--- config.mk ---
export PLATFORM = sky130hd
export DESIGN_NAME = clock_synth_program_ctrl
export DESIGN_NICKNAME = d
export VERILOG_FILES = /design/src/rtl/clk_synth_pkg.sv /design/src/rtl/vco_load_if.sv /design/src/rtl/clock_synth_program_ctrl.sv /design/src/rtl/vco_latch.sv
export SDC_FILE = /design/constraint.sdc
export NUM_CORES = 1
export LEC_CHECK = 0
export BUFFER_PORTS_ARGS = -buffer_cell sky130_fd_sc_hd__buf_2
export CAP_MARGIN = 5
export CORE_UTILIZATION = 53
export DETAILED_ROUTE_END_ITERATION = 6
export PLACE_DENSITY = 0.84
export SYNTH_ARGS = -nofsm -noshare
export SYNTH_HDL_FRONTEND = slang
export SYNTH_SLANG_ARGS = --single-unit
--- constraint.sdc ---
create_clock -name clk -period 2.5 [get_ports clk]
set_input_delay 0.5 -clock clk [delete_from_list [all_inputs] [get_ports clk]]
set_output_delay 0.5 -clock clk [all_outputs]
set_load 0.01 [all_outputs]
--- src/rtl/clk_synth_pkg.sv ---
package clk_synth_pkg;

   // ------------------------------------------------------------
   // register indices at the indexed i/o port
   // ------------------------------------------------------------
   localparam logic [7:0] IDX_PRESCALE = 8'h30; // pre-scale / post-divide
   localparam logic [7:0] IDX_M = 8'h31; // m-divisor
   localparam logic [7:0] IDX_N = 8'h32; // n-divisor, triggers the load
   localparam logic [7:0] IDX_CTRL = 8'h33; // clock control

   // ------------------------------------------------------------
   // reset values
   // ------------------------------------------------------------
   localparam logic [7:0] RST_PRESCALE = 8'h00;
   localparam logic [7:0] RST_M = 8'h00;
   localparam logic [7:0] RST_N = 8'h00;
   localparam logic [7:0] RST_CTRL = 8'h00; // every control default is 0
   localparam logic [7:0] RD_UNMAPPED = 8'h00; // answer to foreign indices

   // ------------------------------------------------------------
   // field positions
   // ------------------------------------------------------------
   localparam int PRE_REF_SEL = 0; // 0: ref / 4, 1: ref / 1
   localparam int PRE_POST_LSB = 1; // post-divide exponent
   localparam int PRE_POST_MSB = 3;
   localparam int DIV_MSB = 6; // m and n values sit in 6..0
   localparam int CTRL_VIDEO_CLOCK_PD = 0;
   localparam int CTRL_MCLK_PD = 1;
   localparam int CTRL_OSC_PD = 2;
   localparam int CTRL_VID_SEL = 4;
   localparam int CTRL_PTR = 5;
   localparam int CTRL_PS_REF = 6;
   localparam int CTRL_FMODE = 7;

   // ------------------------------------------------------------
   // vco selection and timing
   // ------------------------------------------------------------
   localparam int NUM_VCO = 2;
   localparam logic PTR_VIDEO = 1'b0; // video-clock vco
   localparam logic PTR_MEM = 1'b1; // memory-clock vco
   localparam int REF_DIV_COUNT = 384; // reference edges per sequencing tick

   // ------------------------------------------------------------
   // synchronised pin inputs
   // ------------------------------------------------------------
   localparam int SIN_REF = 0;
   localparam int SIN_MEM = 1;
   localparam int SIN_VVCO = 2;
   localparam int SIN_MVCO = 3;
   localparam int SIN_SHARED = 4;
   localparam int NUM_SYNC = 5;

   // ------------------------------------------------------------
   // fixed clock defaults in khz
   // ------------------------------------------------------------
   localparam logic [15:0] FCLK0_MODE0 = 16'h6257; // 25175 khz
   localparam logic [15:0] FCLK1_MODE0 = 16'h6ea2; // 28322 khz
   localparam logic [15:0] FCLK0_MODE1 = 16'h7b0c; // 31500 khz
   localparam logic [15:0] FCLK1_MODE1 = 16'h8aac; // 35500 khz

endpackage

--- src/rtl/vco_load_if.sv ---
`timescale 1ns/1ps
// one load channel from the register side to a vco counter latch
interface vco_load_if;
   logic load; // one-cycle transfer strobe
   logic [7:0] prescale; // pre-scale / post-divide image
   logic [7:0] m; // m-divisor image
   logic [7:0] n; // n-divisor image
   modport ctrl (output load, output prescale, output m, output n);
   modport latch (input load, input prescale, input m, input n);
endinterface

--- src/rtl/clock_synth_program_ctrl.sv ---
`timescale 1ns/1ps
// Contract
// - n write copies all three together
// - copy is synchronous, into pointer-selected vco
// - pointer bit 5: 0 video, 1 memory
// - m value bits 6-0, bit 7 stored
// - n value bits 6-0, bit 7 stored
// - bit 0 powers down video vco internally
// - bit 1 powers down memory vco internally
// - bit 2 stops oscillator when permitted and bit 6 high
// - select 0: video vco or reference pin
// - select 1: half memory vco or pin
// - bit 6 low: reference divided by 384
// - bit 6 high: shared pin 32 khz clock
// - bit 7 picks fixed clock defaults
// - pre-scale bit 0: divide 4 or 1
// - post-divide is two to field power
module clock_synth_program_ctrl (
   input wire logic clk,
   input wire logic sys_rst,
   input wire logic [7:0] reg_index,
   input wire logic [7:0] reg_wdata,
   input wire logic reg_wr,
   output logic [7:0] reg_rd_data,
   input wire logic internal_clock_source_sel,
   input wire logic osc_powerdown_permit,
   input wire logic asymmetric_dram_option,
   input wire logic ref_clk_pin,
   input wire logic mem_clk_pin,
   input wire logic video_clock_vco_out,
   input wire logic mclk_vco_out,
   input wire logic shared_address_pin,
   output logic video_clock_vco_powerdown,
   output logic mclk_vco_powerdown,
   output logic osc_disable,
   output logic video_clock,
   output logic pwrseq_tick,
   output logic dram_option_conflict,
   output logic [15:0] clock0_default_khz,
   output logic [15:0] clock1_default_khz,
   output logic [clk_synth_pkg::NUM_VCO-1:0] vco_ref_div_by1,
   output logic [clk_synth_pkg::NUM_VCO-1:0][2:0] vco_post_div_exp,
   output logic [clk_synth_pkg::NUM_VCO-1:0][6:0] vco_m,
   output logic [clk_synth_pkg::NUM_VCO-1:0][6:0] vco_n
);

   // ------------------------------------------------------------
   // state
   // ------------------------------------------------------------
   localparam logic [8:0] REF_DIV_LAST = 9'(clk_synth_pkg::REF_DIV_COUNT - 1);

   typedef struct packed {
      logic [7:0] prescale; // staging, not yet seen by a vco
      logic [7:0] m; // staging, bit 7 kept as written
      logic [7:0] n; // staging, bit 7 kept as written
      logic [7:0] ctrl; // clock control
      logic load; // transfer strobe, one cycle after the n write
      logic load_ptr; // target vco captured with the strobe
      logic [7:0] rd_data; // registered read answer
      logic [clk_synth_pkg::NUM_SYNC-1:0][2:0] sync; // three-stage pin samplers
      logic [clk_synth_pkg::NUM_SYNC-1:0] stable; // agreed pin levels
      logic [8:0] ref_cnt; // reference edge counter
      logic tick; // sequencing / refresh reference pulse
      logic half_mvco; // memory vco halved
      logic half_mpin; // memory pin halved
      logic video_clock; // selected video clock level
   } ctrl_state_t;

   ctrl_state_t st; // registered copy
   ctrl_state_t next_st; // next value

   logic [clk_synth_pkg::NUM_SYNC-1:0] rise; // rising edges of agreed levels
   logic int_src; // internal source chosen

   assign int_src = internal_clock_source_sel;

   // ------------------------------------------------------------
   // next state
   // ------------------------------------------------------------
   always_comb begin
      next_st = st;
      rise = '0;
      next_st.load = 1'b0;
      next_st.tick = 1'b0;

      // register writes; m and n keep all eight bits
      if (reg_wr) begin
         unique case (reg_index)
            clk_synth_pkg::IDX_PRESCALE: next_st.prescale = reg_wdata;
            clk_synth_pkg::IDX_M: next_st.m = reg_wdata;
            clk_synth_pkg::IDX_N: begin
               next_st.n = reg_wdata;
               next_st.load = 1'b1; // fire once the write has landed
            end
            clk_synth_pkg::IDX_CTRL: next_st.ctrl = reg_wdata;
            default: ; // foreign index, ignored
         endcase
      end

      // the pointer at the n write picks the target latch
      if (reg_wr && reg_index == clk_synth_pkg::IDX_N) begin
         next_st.load_ptr = next_st.ctrl[clk_synth_pkg::CTRL_PTR];
      end

      // read answer, one cycle behind the index
      unique case (reg_index)
         clk_synth_pkg::IDX_PRESCALE: next_st.rd_data = st.prescale;
         clk_synth_pkg::IDX_M: next_st.rd_data = st.m;
         clk_synth_pkg::IDX_N: next_st.rd_data = st.n;
         clk_synth_pkg::IDX_CTRL: next_st.rd_data = st.ctrl;
         default: next_st.rd_data = clk_synth_pkg::RD_UNMAPPED;
      endcase

      // pin samplers: stage 0 feeds stage 1 only
      for (int i = 0; i < clk_synth_pkg::NUM_SYNC; i++) begin
         // shift up one stage; stage 0 takes the raw pin just below
         // stage 2 is compared with stage 1 and, when they agree, loaded into stable; never fed back
         next_st.sync[i] = {st.sync[i][1], st.sync[i][0], 1'b0};
         next_st.sync[i][0] = (i == clk_synth_pkg::SIN_REF) ? ref_clk_pin :
                              (i == clk_synth_pkg::SIN_MEM) ? mem_clk_pin :
                              (i == clk_synth_pkg::SIN_VVCO) ? video_clock_vco_out :
                              (i == clk_synth_pkg::SIN_MVCO) ? mclk_vco_out :
                              shared_address_pin;
         if (st.sync[i][1] == st.sync[i][2]) begin
            next_st.stable[i] = st.sync[i][2];
         end
         rise[i] = next_st.stable[i] & ~st.stable[i];
      end

      // sequencing reference: divided reference or shared pin
      if (st.ctrl[clk_synth_pkg::CTRL_PS_REF]) begin
         next_st.ref_cnt = '0;
         next_st.tick = rise[clk_synth_pkg::SIN_SHARED];
      end else if (rise[clk_synth_pkg::SIN_REF]) begin
         if (st.ref_cnt == REF_DIV_LAST) begin
            next_st.ref_cnt = '0;
            next_st.tick = 1'b1;
         end else begin
            next_st.ref_cnt = st.ref_cnt + 9'h001;
         end
      end

      // halving toggles on the rising edges of the memory sources
      if (rise[clk_synth_pkg::SIN_MVCO]) begin
         next_st.half_mvco = ~st.half_mvco;
      end
      if (rise[clk_synth_pkg::SIN_MEM]) begin
         next_st.half_mpin = ~st.half_mpin;
      end

      // video clock source mux
      if (!st.ctrl[clk_synth_pkg::CTRL_VID_SEL]) begin
         next_st.video_clock = int_src ? next_st.stable[clk_synth_pkg::SIN_VVCO]
                                       : next_st.stable[clk_synth_pkg::SIN_REF];
      end else begin
         next_st.video_clock = int_src ? next_st.half_mvco : next_st.half_mpin;
      end
   end

   // ------------------------------------------------------------
   // register
   // ------------------------------------------------------------
   always_ff @(posedge clk) begin
      if (sys_rst) begin
         st <= '0;
         st.prescale <= clk_synth_pkg::RST_PRESCALE;
         st.m <= clk_synth_pkg::RST_M;
         st.n <= clk_synth_pkg::RST_N;
         st.ctrl <= clk_synth_pkg::RST_CTRL;
         st.rd_data <= clk_synth_pkg::RD_UNMAPPED;
      end else begin
         st <= next_st;
      end
   end

   // ------------------------------------------------------------
   // vco latches, one per synthesizer
   // ------------------------------------------------------------
   vco_load_if ld_bus [clk_synth_pkg::NUM_VCO] ();

   // only the pointed latch sees the strobe, so the other keeps running
   for (genvar g = 0; g < clk_synth_pkg::NUM_VCO; g++) begin : g_vco
      assign ld_bus[g].load = st.load & (st.load_ptr == 1'(g));
      assign ld_bus[g].prescale = st.prescale;
      assign ld_bus[g].m = st.m;
      assign ld_bus[g].n = st.n;
      vco_latch u_latch (
         .clk (clk),
         .sys_rst (sys_rst),
         .ld (ld_bus[g]),
         .ref_div_by1 (vco_ref_div_by1[g]),
         .post_div_exp (vco_post_div_exp[g]),
         .m_div (vco_m[g]),
         .n_div (vco_n[g])
      );
   end

   // ------------------------------------------------------------
   // outputs
   // ------------------------------------------------------------
   assign reg_rd_data = st.rd_data;
   // vco power controls only act under the internal source
   assign video_clock_vco_powerdown = st.ctrl[clk_synth_pkg::CTRL_VIDEO_CLOCK_PD] & int_src;
   assign mclk_vco_powerdown = st.ctrl[clk_synth_pkg::CTRL_MCLK_PD] & int_src;
   assign osc_disable = st.ctrl[clk_synth_pkg::CTRL_OSC_PD] & osc_powerdown_permit
                        & st.ctrl[clk_synth_pkg::CTRL_PS_REF];
   assign video_clock = st.video_clock;
   assign pwrseq_tick = st.tick;
   // shared pin cannot carry both the clock and the dram option
   assign dram_option_conflict = st.ctrl[clk_synth_pkg::CTRL_PS_REF]
                                 & asymmetric_dram_option;
   assign clock0_default_khz = st.ctrl[clk_synth_pkg::CTRL_FMODE] ?
                               clk_synth_pkg::FCLK0_MODE1 : clk_synth_pkg::FCLK0_MODE0;
   assign clock1_default_khz = st.ctrl[clk_synth_pkg::CTRL_FMODE] ?
                               clk_synth_pkg::FCLK1_MODE1 : clk_synth_pkg::FCLK1_MODE0;

endmodule // clock_synth_program_ctrl

--- src/rtl/vco_latch.sv ---
`timescale 1ns/1ps
module vco_latch (
   input wire logic clk,
   input wire logic sys_rst,
   vco_load_if.latch ld,
   output logic ref_div_by1,
   output logic [2:0] post_div_exp,
   output logic [6:0] m_div,
   output logic [6:0] n_div
);

   // ------------------------------------------------------------
   // state
   // ------------------------------------------------------------
   typedef struct packed {
      logic ref_div_by1; // pre-scale choice
      logic [2:0] post_div_exp; // divide by two to this power
      logic [6:0] m_div;
      logic [6:0] n_div;
   } latch_state_t;

   latch_state_t st; // registered copy
   latch_state_t next_st; // next value

   // ------------------------------------------------------------
   // next state: all fields move on the one strobe
   // ------------------------------------------------------------
   always_comb begin
      next_st = st;
      if (ld.load) begin
         next_st.ref_div_by1 = ld.prescale[clk_synth_pkg::PRE_REF_SEL];
         next_st.post_div_exp =
            ld.prescale[clk_synth_pkg::PRE_POST_MSB:clk_synth_pkg::PRE_POST_LSB];
         next_st.m_div = ld.m[clk_synth_pkg::DIV_MSB:0];
         next_st.n_div = ld.n[clk_synth_pkg::DIV_MSB:0];
      end
   end

   // register
   always_ff @(posedge clk) begin
      if (sys_rst) begin
         st <= '0;
      end else begin
         st <= next_st;
      end
   end

   assign ref_div_by1 = st.ref_div_by1;
   assign post_div_exp = st.post_div_exp;
   assign m_div = st.m_div;
   assign n_div = st.n_div;

endmodule // vco_latch

# --- After elaboration in Yosys (flattened, before gate mapping) ---
# Index checks and enable logic that the tools add are counted.
word_totals:
  reg_bits: 111
  input_bits: 27
  out_inout_bits: 82
  wordCells: 84
op_classes:
  n_addsub: 1
  n_eq_ne: 10
  n_mux: 20
  bitwise_logic: 19
  n_reduce_logical: 7
ops:
  columns: ["cell", "count"]
  rows:
  - ["8-bit by 6-bit equality test with 1-bit output, second input constant", 4]
  - ["8-bit one-hot mux with 4 select lines", 1]
  - ["16-bit two-way mux", 1]
  - ["1-bit two-way mux", 14]
  - ["13-bit two-way mux", 1]
  - ["1-bit bitwise AND", 11]
  - ["9-bit by 1-bit adder with 9-bit output, second input constant", 1]
  - ["9-bit equality test, second input constant", 1]
  - ["9-bit two-way mux", 1]
  - ["1-bit NOT", 8]
  - ["2-bit AND reduction", 4]
  - ["7-bit two-way mux", 1]
  - ["6-bit two-way mux", 1]
  - ["1-bit equality test", 5]
  - ["2-bit OR reduction", 2]
  - ["1-bit logical AND", 1]

# --- Depth between registers and ports, before layout ---
# Gate-level depths: netlist (run 1).
depth:
  ltp_word: 6
  depth_mapped: 6
  depth_no_buf: 5

# --- Modules after synthesis ---
# Synthesis (run 1) repeated with hierarchy kept, for this count alone.
hier_totals:
  cells_unflattened: 433
  hier_area_um2: 4466.8
by_module_without_submodules:
  columns: ["mod", "instances", "cells_each", "area_per_inst_um2", "seq_area_each_um2"]
  rows:
  - ["clock_synth_program_ctrl", 1, 317, 3168.0, 1501.4]
  - ["vco_latch", 2, 58, 649.4, 360.3]

# --- Worst setup path before layout (run 1) ---
# No wires, ideal clock.
synth_path:
  path_type: "input-to-reg"
  startpoint: "input reg_index[7]"
  endpoint: "register ld_bus[0].prescale[0] (netlist name)"
  setup_time_ns: 0.114
  arrival_time_ns: 1.969
  required_time_ns: 2.386
  path_slack_ns: 0.417
  cell_stages: 5
  n_path_buf: 1
  path_cell_list: "or4_1 > buf_6 > nor4_4 > mux2i_1 > nor2_1"
synth_via:
  elab_chain_cells: 2
synth_lines:
  columns: ["item", "line_no", "text"]
  rows:
  - ["from (decl)", "clock_synth_program_ctrl.sv:21", "input wire logic [7:0] reg_index,"]
  - ["8-bit by 6-bit equality test with 1-bit output", "clock_synth_program_ctrl.sv:88", "unique case (reg_index)"]
  - ["2-bit AND reduction (no line)", null, null]
# Every way passes these cells.
# A chain may end at the register's enable or synchronous reset.

# --- Worst setup path after layout (run 1) ---
layout_path:
  startpoint: "input reg_index[7]"
  endpoint: "register ld_bus[0].m[5] (netlist name)"
layout_via:
  elab_chain_cells: 2
layout_lines:
  columns: ["item", "line_no"]
  rows:
  - ["8-bit by 6-bit equality test with 1-bit output", "clock_synth_program_ctrl.sv:88"]
  - ["2-bit AND reduction (no line)", null]
# Every way passes these cells.

==> results of run 1 <==
[power groups by stage]
stage	Combinational [mW]	Clock [mW]	Sequential, mW
2_1_floorplan	0.0838	0	1.82
3_3_place_gp	0.0970	0	1.82
3_5_place_dp	0.100	0	1.82
4_1_cts	0.101	1.07	1.78
5_1_grt	0.111	1.15	1.79
6_report	0.101	1.06	1.78
[cell usage after synthesis]
cell / n / area (um2)
o21ai_0: 7 / 35.0
conb_1: 2 / 7.51
and3_1: 2 / 12.5
nor3_1: 4 / 20.0
nor3_4: 1 / 16.3
buf_2: 2 / 10.0
and4_1: 1 / 8.76
nand3b_1: 5 / 37.5
nor4b_1: 1 / 8.76
nor2b_1: 17 / 106
dfxtp_1: 111 / 2220
and2_1: 4 / 25.0
clkbuf_1: 15 / 56.3
buf_4: 41 / 308
or3_2: 1 / 7.51
mux2i_1: 35 / 350
or4_1: 1 / 7.51
nor2_1: 53 / 199
clkbuf_8: 3 / 41.3
xor2_1: 5 / 43.8
nand4_1: 1 / 6.26
a2bb2oi_1: 1 / 8.76
nand3_1: 6 / 30.0
a21oi_1: 41 / 205
buf_1: 2 / 7.51
mux2_2: 8 / 90.1
nand4b_1: 1 / 8.76
ha_1: 1 / 12.5
buf_6: 1 / 11.3
inv_1: 3 / 11.3
nor4_1: 2 / 12.5
a222oi_1: 8 / 80.1
nor4_4: 1 / 21.3
nand2_1: 83 / 312
xnor2_1: 4 / 35.0
and4b_1: 1 / 10.0
o31ai_1: 1 / 7.51
nand2b_1: 3 / 18.8
[layout make-up]
| cell class | count | area share [%] |
|---|---|---|
| flip-flops and latches | 111 | 45.4 |
| multi-input cells | 316 | 36.9 |
| inverters | 3 | 0.230 |
| clock inverters | 4 | 0.716 |
| well taps | 102 | 2.61 |
| repair buffers | 100 | 10.7 |
| clock buffers | 12 | 3.38 |
[routing by layer]
layer,vias up,wire (um)
met1,1585,3910
met5,-,0
met3,17,570
met2,124,4480
li1,1659,-
met4,0,211
[sequential cells by signal, indices dropped and copies added, names as in the netlist]
name and cells:
pwrseq_tick 1, g_vco.u_latch.m_div 14, video_clock 1, st 31
reg_rd_data 8, g_vco.u_latch.ref_div_by1 2, ld_bus.prescale 8, g_vco.u_latch.n_div 14
g_vco.u_latch.post_div_exp 6, ld_bus.m 8, next_st 10, ld_bus.n 8
[cells in the final DEF, fill, tap and decap left out, types with 3 or more instances in the layout]
cell / instances
nand3b_1: 5
a21oi_1: 41
nand2b_1: 3
o21ai_0: 7
nand2_1: 83
xnor2_1: 4
nor2_1: 53
a222oi_1: 8
dfxtp_1: 111
buf_4: 9
nor2b_1: 17
mux2i_1: 35
conb_1: 17
buf_2: 91
clkbuf_8: 12
nor3_1: 4
nand3_1: 6
inv_1: 3
xor2_1: 5
mux2_2: 8
and2_1: 4
[worst register-to-register path, stage by stage, from the launching register on]
cell	delay [ns]
dfxtp_1	0.39
and2_1	0.59
nand2_1	0.19
a21oi_1	0.16
[cell families after synthesis]
family	synth area share, %
mux	9.98
xor+xnor	1.79
fa+ha+maj	0.284
other cells	0.170
compound gates	7.63
simple gates	19.7
buf+inv	10.1
flops	50.4
[worst paths after layout]
| path | startpoint | end | slack [ns] | cells after the start |
|---|---|---|---|---|
| setup / recovery | reg_index[7] | ld_bus[0].m[5] | 0.62 | 6 |
| hold / removal | mclk_vco_out | next_st[28] | 0.33 | 2 |
| setup reg to reg | st[41] | g_vco[1].u_latch.n_div[3] | 1.12 | 3 |
| hold reg to reg | next_st[25] | next_st[26] | 0.44 | 1 |
[through the flow]
| stage | hold slack [ns] | power, mW | util, % |
|---|---|---|---|
| after floorplan | 0.414 | 1.91 | - |
| after CTS | 0.320 | 2.95 | 62.0 |
| after detailed placement | 0.424 | 1.92 | 59.5 |
| after global placement | 0.419 | 1.92 | 59.5 |
| after global routing | 0.330 | 3.05 | 62.0 |
| final | 0.328 | 2.94 | 62.0 |
==> results.ini, run 1 <==
[status]
outcome=finished clean

[clock_network]
clock_sinks=111
root_buffer=clkbuf_8
postCtsResizedCells=0
path_clk_slew_ns=0.10
cts_hold_buffers=0
post_cts_buffers=0
cts-htree-levels=3
clk_path_buf_depth=2
cts_tree=built
numCtsBuffers=9
worstSkewPairLatency_ns=0.38

[power_and_ir_drop]
cell_internal_pwr_mw=2.26
peakVddDrop_uv=323
power_switching_share_pct=23.1
pwr-share-comb_pct=3.4
p_leak_nw=1.96
switchingPower_mw=0.680
p_seq_share_pct=60.6
clkPwrFrac_pct=36.0
power_density_mw_per_mm2=602

[die]
fp.dieW_um=93.2
start_util_pct=55.9
io_pins=109
die_h_um=93.2
die-area_mm2=0.00869
rows=32
core_mm2=0.00789

[placement]
hpwl_mm=6.32
dp_worst_setup_slack_ns=0.236
io_buffers=91
dp_cells=632
gp_congestion=0.825
dpl_cell_area_mm2=0.00469

[global_routing]
grt_max_degree=48
met1_usage_pct=26.8
antenna_found_initial=0
first_global_vias=3172
gr-usage-all-layers_pct=22.4
busiest_layer=met2
grtUsageMet3_pct=4.88
grt_overflow=0
grt_pass1_wl_mm=15.0
use_met2_pct=38.2

[sta]
min_period_over_period_pct=75.2
skew_ns=0.0107
setup_viol=0
min_period_ns=1.88
worst_pin_slew_ns=0.673
maxSlewHeadroom_pct=55.1
final.setup.tns_ns=0
hold_viol=0
fmax_mhz=532
rsz0062_at_grt=false
setup_slack_ns=0.620
slew_viol_final=0

[setup_path]
cp_cell_sequence=buf_2 > or4_1 > nor4b_2 > buf_4 > mux2i_1 > nor2_1
cp_max_fo=8
critPathKind=in -> reg
cp.required_ns=2.75
start_kind=input port
cp_slowest_cell=or4_1
crit_family=simple AND/OR/NAND/NOR gates
end_kind=flop
path_buf_inv=2
arrival_ns=2.14
critPathMaxStageDelay_ns=0.71

[drt]
drt-initial-drc-count=198
wirelength_mm=9.18
avgViaCountPerCell=5.22
drc=0
vias=3385
wl_per_cell_um=14.2
antenna_left=0
drt_first_pass_iters=5

[logic_synthesis]
synth_area_mm2=0.00441
syn_inst=479
ys_types=38
avgSynthCellArea_um2=9.21
yosysSeqAreaShare_pct=50.4
yosys_register_bits=111
yosysWarnings=0

[cells_and_area]
ff_latch_area_mm2=0.00222
fin_cells=648
syn_to_final_growth_pct=10.9
finalNetCount=569
drive_above_1_share_pct=23.4
multi_input_area_mm2=0.00181
stdcell_area_mm2=0.00489
fillerInstances=646
antennaDiodeCount=0

[flow_run]
cap_violations=0

[worst_hold_path]
hold_class=in -> reg

No activity file was read; power rests on OpenSTA's default activity.
==> run 2: changes to the inputs <==
- ABC_AREA: unset -> 1
- CORE_UTILIZATION: 53 -> 48
- PLACE_DENSITY: 0.84 -> 0.8
- clock period: 2.5 -> 1.7 ns (I/O delays scaled with it)
==> results.ini, run 2 <==
[status]
outcome=finished clean

[die]
die_h_um=100  ; +7.4%
core_mm2=0.00928  ; +18%
die-area_mm2=0.0100  ; +15%
io_pins=109  ; unchanged
rows=35  ; +9.4%
start_util_pct=49.8  ; -6.1 points
fp.dieW_um=100  ; +7.4%

[setup_path]
start_kind=flop
arrival_ns=1.19  ; -0.95 ns
crit-reg2reg-launch=st[20]
r2r-end=st[11]
reg2reg_depth=7  ; +4
cp.required_ns=1.36  ; -1.39 ns
reg2reg_setup_slack_ns=0.30  ; -0.82 ns
end_kind=output port
critPathKind=reg -> out
cp_max_fo=9  ; +1

[flow_run]
cap_violations=0  ; unchanged

[logic_synthesis]
yosys_register_bits=111  ; unchanged
synth_flop_cell=dfxtp_1
synth-edff-count=0  ; unchanged
yosys.area.top_type=dfxtp_1
synthTopCellsByCount=dfxtp_1, nor2_1, o21ai_0, nand2_1, inv_1
yosysWarnings=0  ; unchanged
avgSynthCellArea_um2=7.80  ; -15%
synth_area_mm2=0.00463  ; +4.9%
synthArstFlopShare_pct=0  ; unchanged
synth.area.top_cells=dfxtp_1, o21ai_0, buf_4
ys_types=32  ; -16%
yosysTopAreaCellShare_pct=48.0  ; -2.3 points
synth_most_common_cell=dfxtp_1
syn_inst=593  ; +24%
yosysSeqAreaShare_pct=48.0  ; -2.3 points

[sta]
setup_slack_ns=0.169  ; -0.451 ns
setup_viol=0  ; unchanged
final.setup.tns_ns=0  ; unchanged
slew_viol_final=0  ; unchanged
holdWs_ns=0.173  ; -0.155 ns
fmax_mhz=653
min_period_ns=1.53
min_period_over_period_pct=90.1
hold_viol=0  ; unchanged
rsz0062_at_grt=false
skew_ns=0.00945  ; -0.00124 ns

[drt]
drc=0  ; unchanged
vias=3923  ; +16%
antenna_left=0  ; unchanged
avgViaCountPerCell=4.97  ; -4.9%
drt_first_pass_iters=5  ; unchanged
wl_per_cell_um=13.0  ; -8.0%
drt-initial-drc-count=257  ; +30%
wirelength_mm=10.3  ; +12%

[global_routing]
grt_overflow=0  ; unchanged
antenna_found_initial=0  ; unchanged
gr-usage-all-layers_pct=21.3  ; -1.0 points
grt_max_degree=59  ; +23%
grt_pass1_wl_mm=16.9  ; +13%
first_global_vias=3581  ; +13%

[clock_network]
cts_hold_buffers=0  ; unchanged
post_cts_buffers=0  ; unchanged
worstSkewPairLatency_ns=0.37  ; about the same
cts_tree=built
clock_sinks=111  ; unchanged
numCtsBuffers=9  ; unchanged
postCtsResizedCells=0  ; unchanged
path_clk_slew_ns=0.10  ; about the same
cts-htree-levels=3  ; unchanged
root_buffer=clkbuf_8
clk_path_buf_depth=2  ; unchanged

[power_and_ir_drop]
peakVddDrop_uv=470  ; +46%
power_density_mw_per_mm2=840  ; +40%
finalPower_mw=4.30  ; +46%
p_leak_nw=2.29  ; +17%

[placement]
dp_worst_setup_slack_ns=0.175  ; -0.0609 ns
hpwl_mm=7.42  ; +17%
gp_congestion=0.861  ; +4.5%
io_buffers=91  ; unchanged
dpl_cell_area_mm2=0.00494  ; +5.3%

[cells_and_area]
largest_register_ffs=31  ; unchanged
finalNetCount=684  ; +20%
syn_to_final_growth_pct=10.6
top_register=st
drive_above_1_share_pct=21.3  ; -2.1 points
layout_commonest_cell=dfxtp_1
fillerInstances=885  ; +37%
antennaDiodeCount=0  ; unchanged
stdcell_area_mm2=0.00512  ; +4.6%
most-common-layout-cells=dfxtp_1, buf_2, nor2_1, o21ai_0, nand2_1

[worst_hold_path]
hold_class=in -> reg
hold_depth=3  ; +1
hold_end=next_st[22]
hp-start=mem_clk_pin

-- run 2: kinds of logic (layout without fill, tap and decap cells) --
| family | Yosys count | after routing | share of synthesized area (%) |
|---|---|---|---|
| fa+ha+maj | 1 | 1 | 0.270 |
| simple gates | 205 | 205 | 20.2 |
| xor+xnor | 4 | 4 | 0.757 |
| buf+inv | 132 | 185 | 15.3 |
| flops | 111 | 111 | 48.0 |
| compound gates | 138 | 138 | 15.3 |
| other cells | 2 | 17 | 0.162 |
-- run 2: critical path: stages, from the launching register on --
cell     delay [ns]
dfxtp_1        0.46
inv_1          0.19
buf_2          0.18
-- run 2: cell type report --
cell class                      instances  area [um2]  area share [%]
Sequential cell                       111        2220            43.4
Multi-Input combinational cell        365        1760            34.3
Timing Repair Buffer                  101         543            10.6
Inverter                               68         255            4.99
Tap cell                              129         161            3.15
Clock buffer                           10         138            2.69
Clock inverter                          6        42.5           0.831
-- run 2: worst max-delay path by stage --
stage                  from                      to  slack [ns]
3_5_place_dp   reg_index[2]                  st[41]        0.18
6_report             st[50]   clock0_default_khz[4]        0.17
2_1_floorplan         st[4]                  st[12]        0.48
5_1_grt              st[50]  clock1_default_khz[14]        0.05
3_3_place_gp   reg_index[2]                  st[41]        0.24
4_1_cts              st[50]   clock0_default_khz[4]        0.14
-- run 2: per-stage QoR --
step	cells	utilization [%]
after floorplan	608	-
after detailed placement	774	53.2
final	790	55.1
after global routing	790	55.1
after global placement	774	53.2
after CTS	790	55.1
-- run 2: where the power goes --
group | switching, mW | internal [mW]
Clock | 0.892 | 0.580
Sequential | 0.00919 | 2.62
Combinational | 0.141 | 0.0608
Total | 1.04 | 3.26
-- run 2: layer usage --
metal	routed length, um	track usage, %
met2	4650	33.7
met3	765	4.39
met1	4640	28.5
met5	0	0
met4	241	8.81
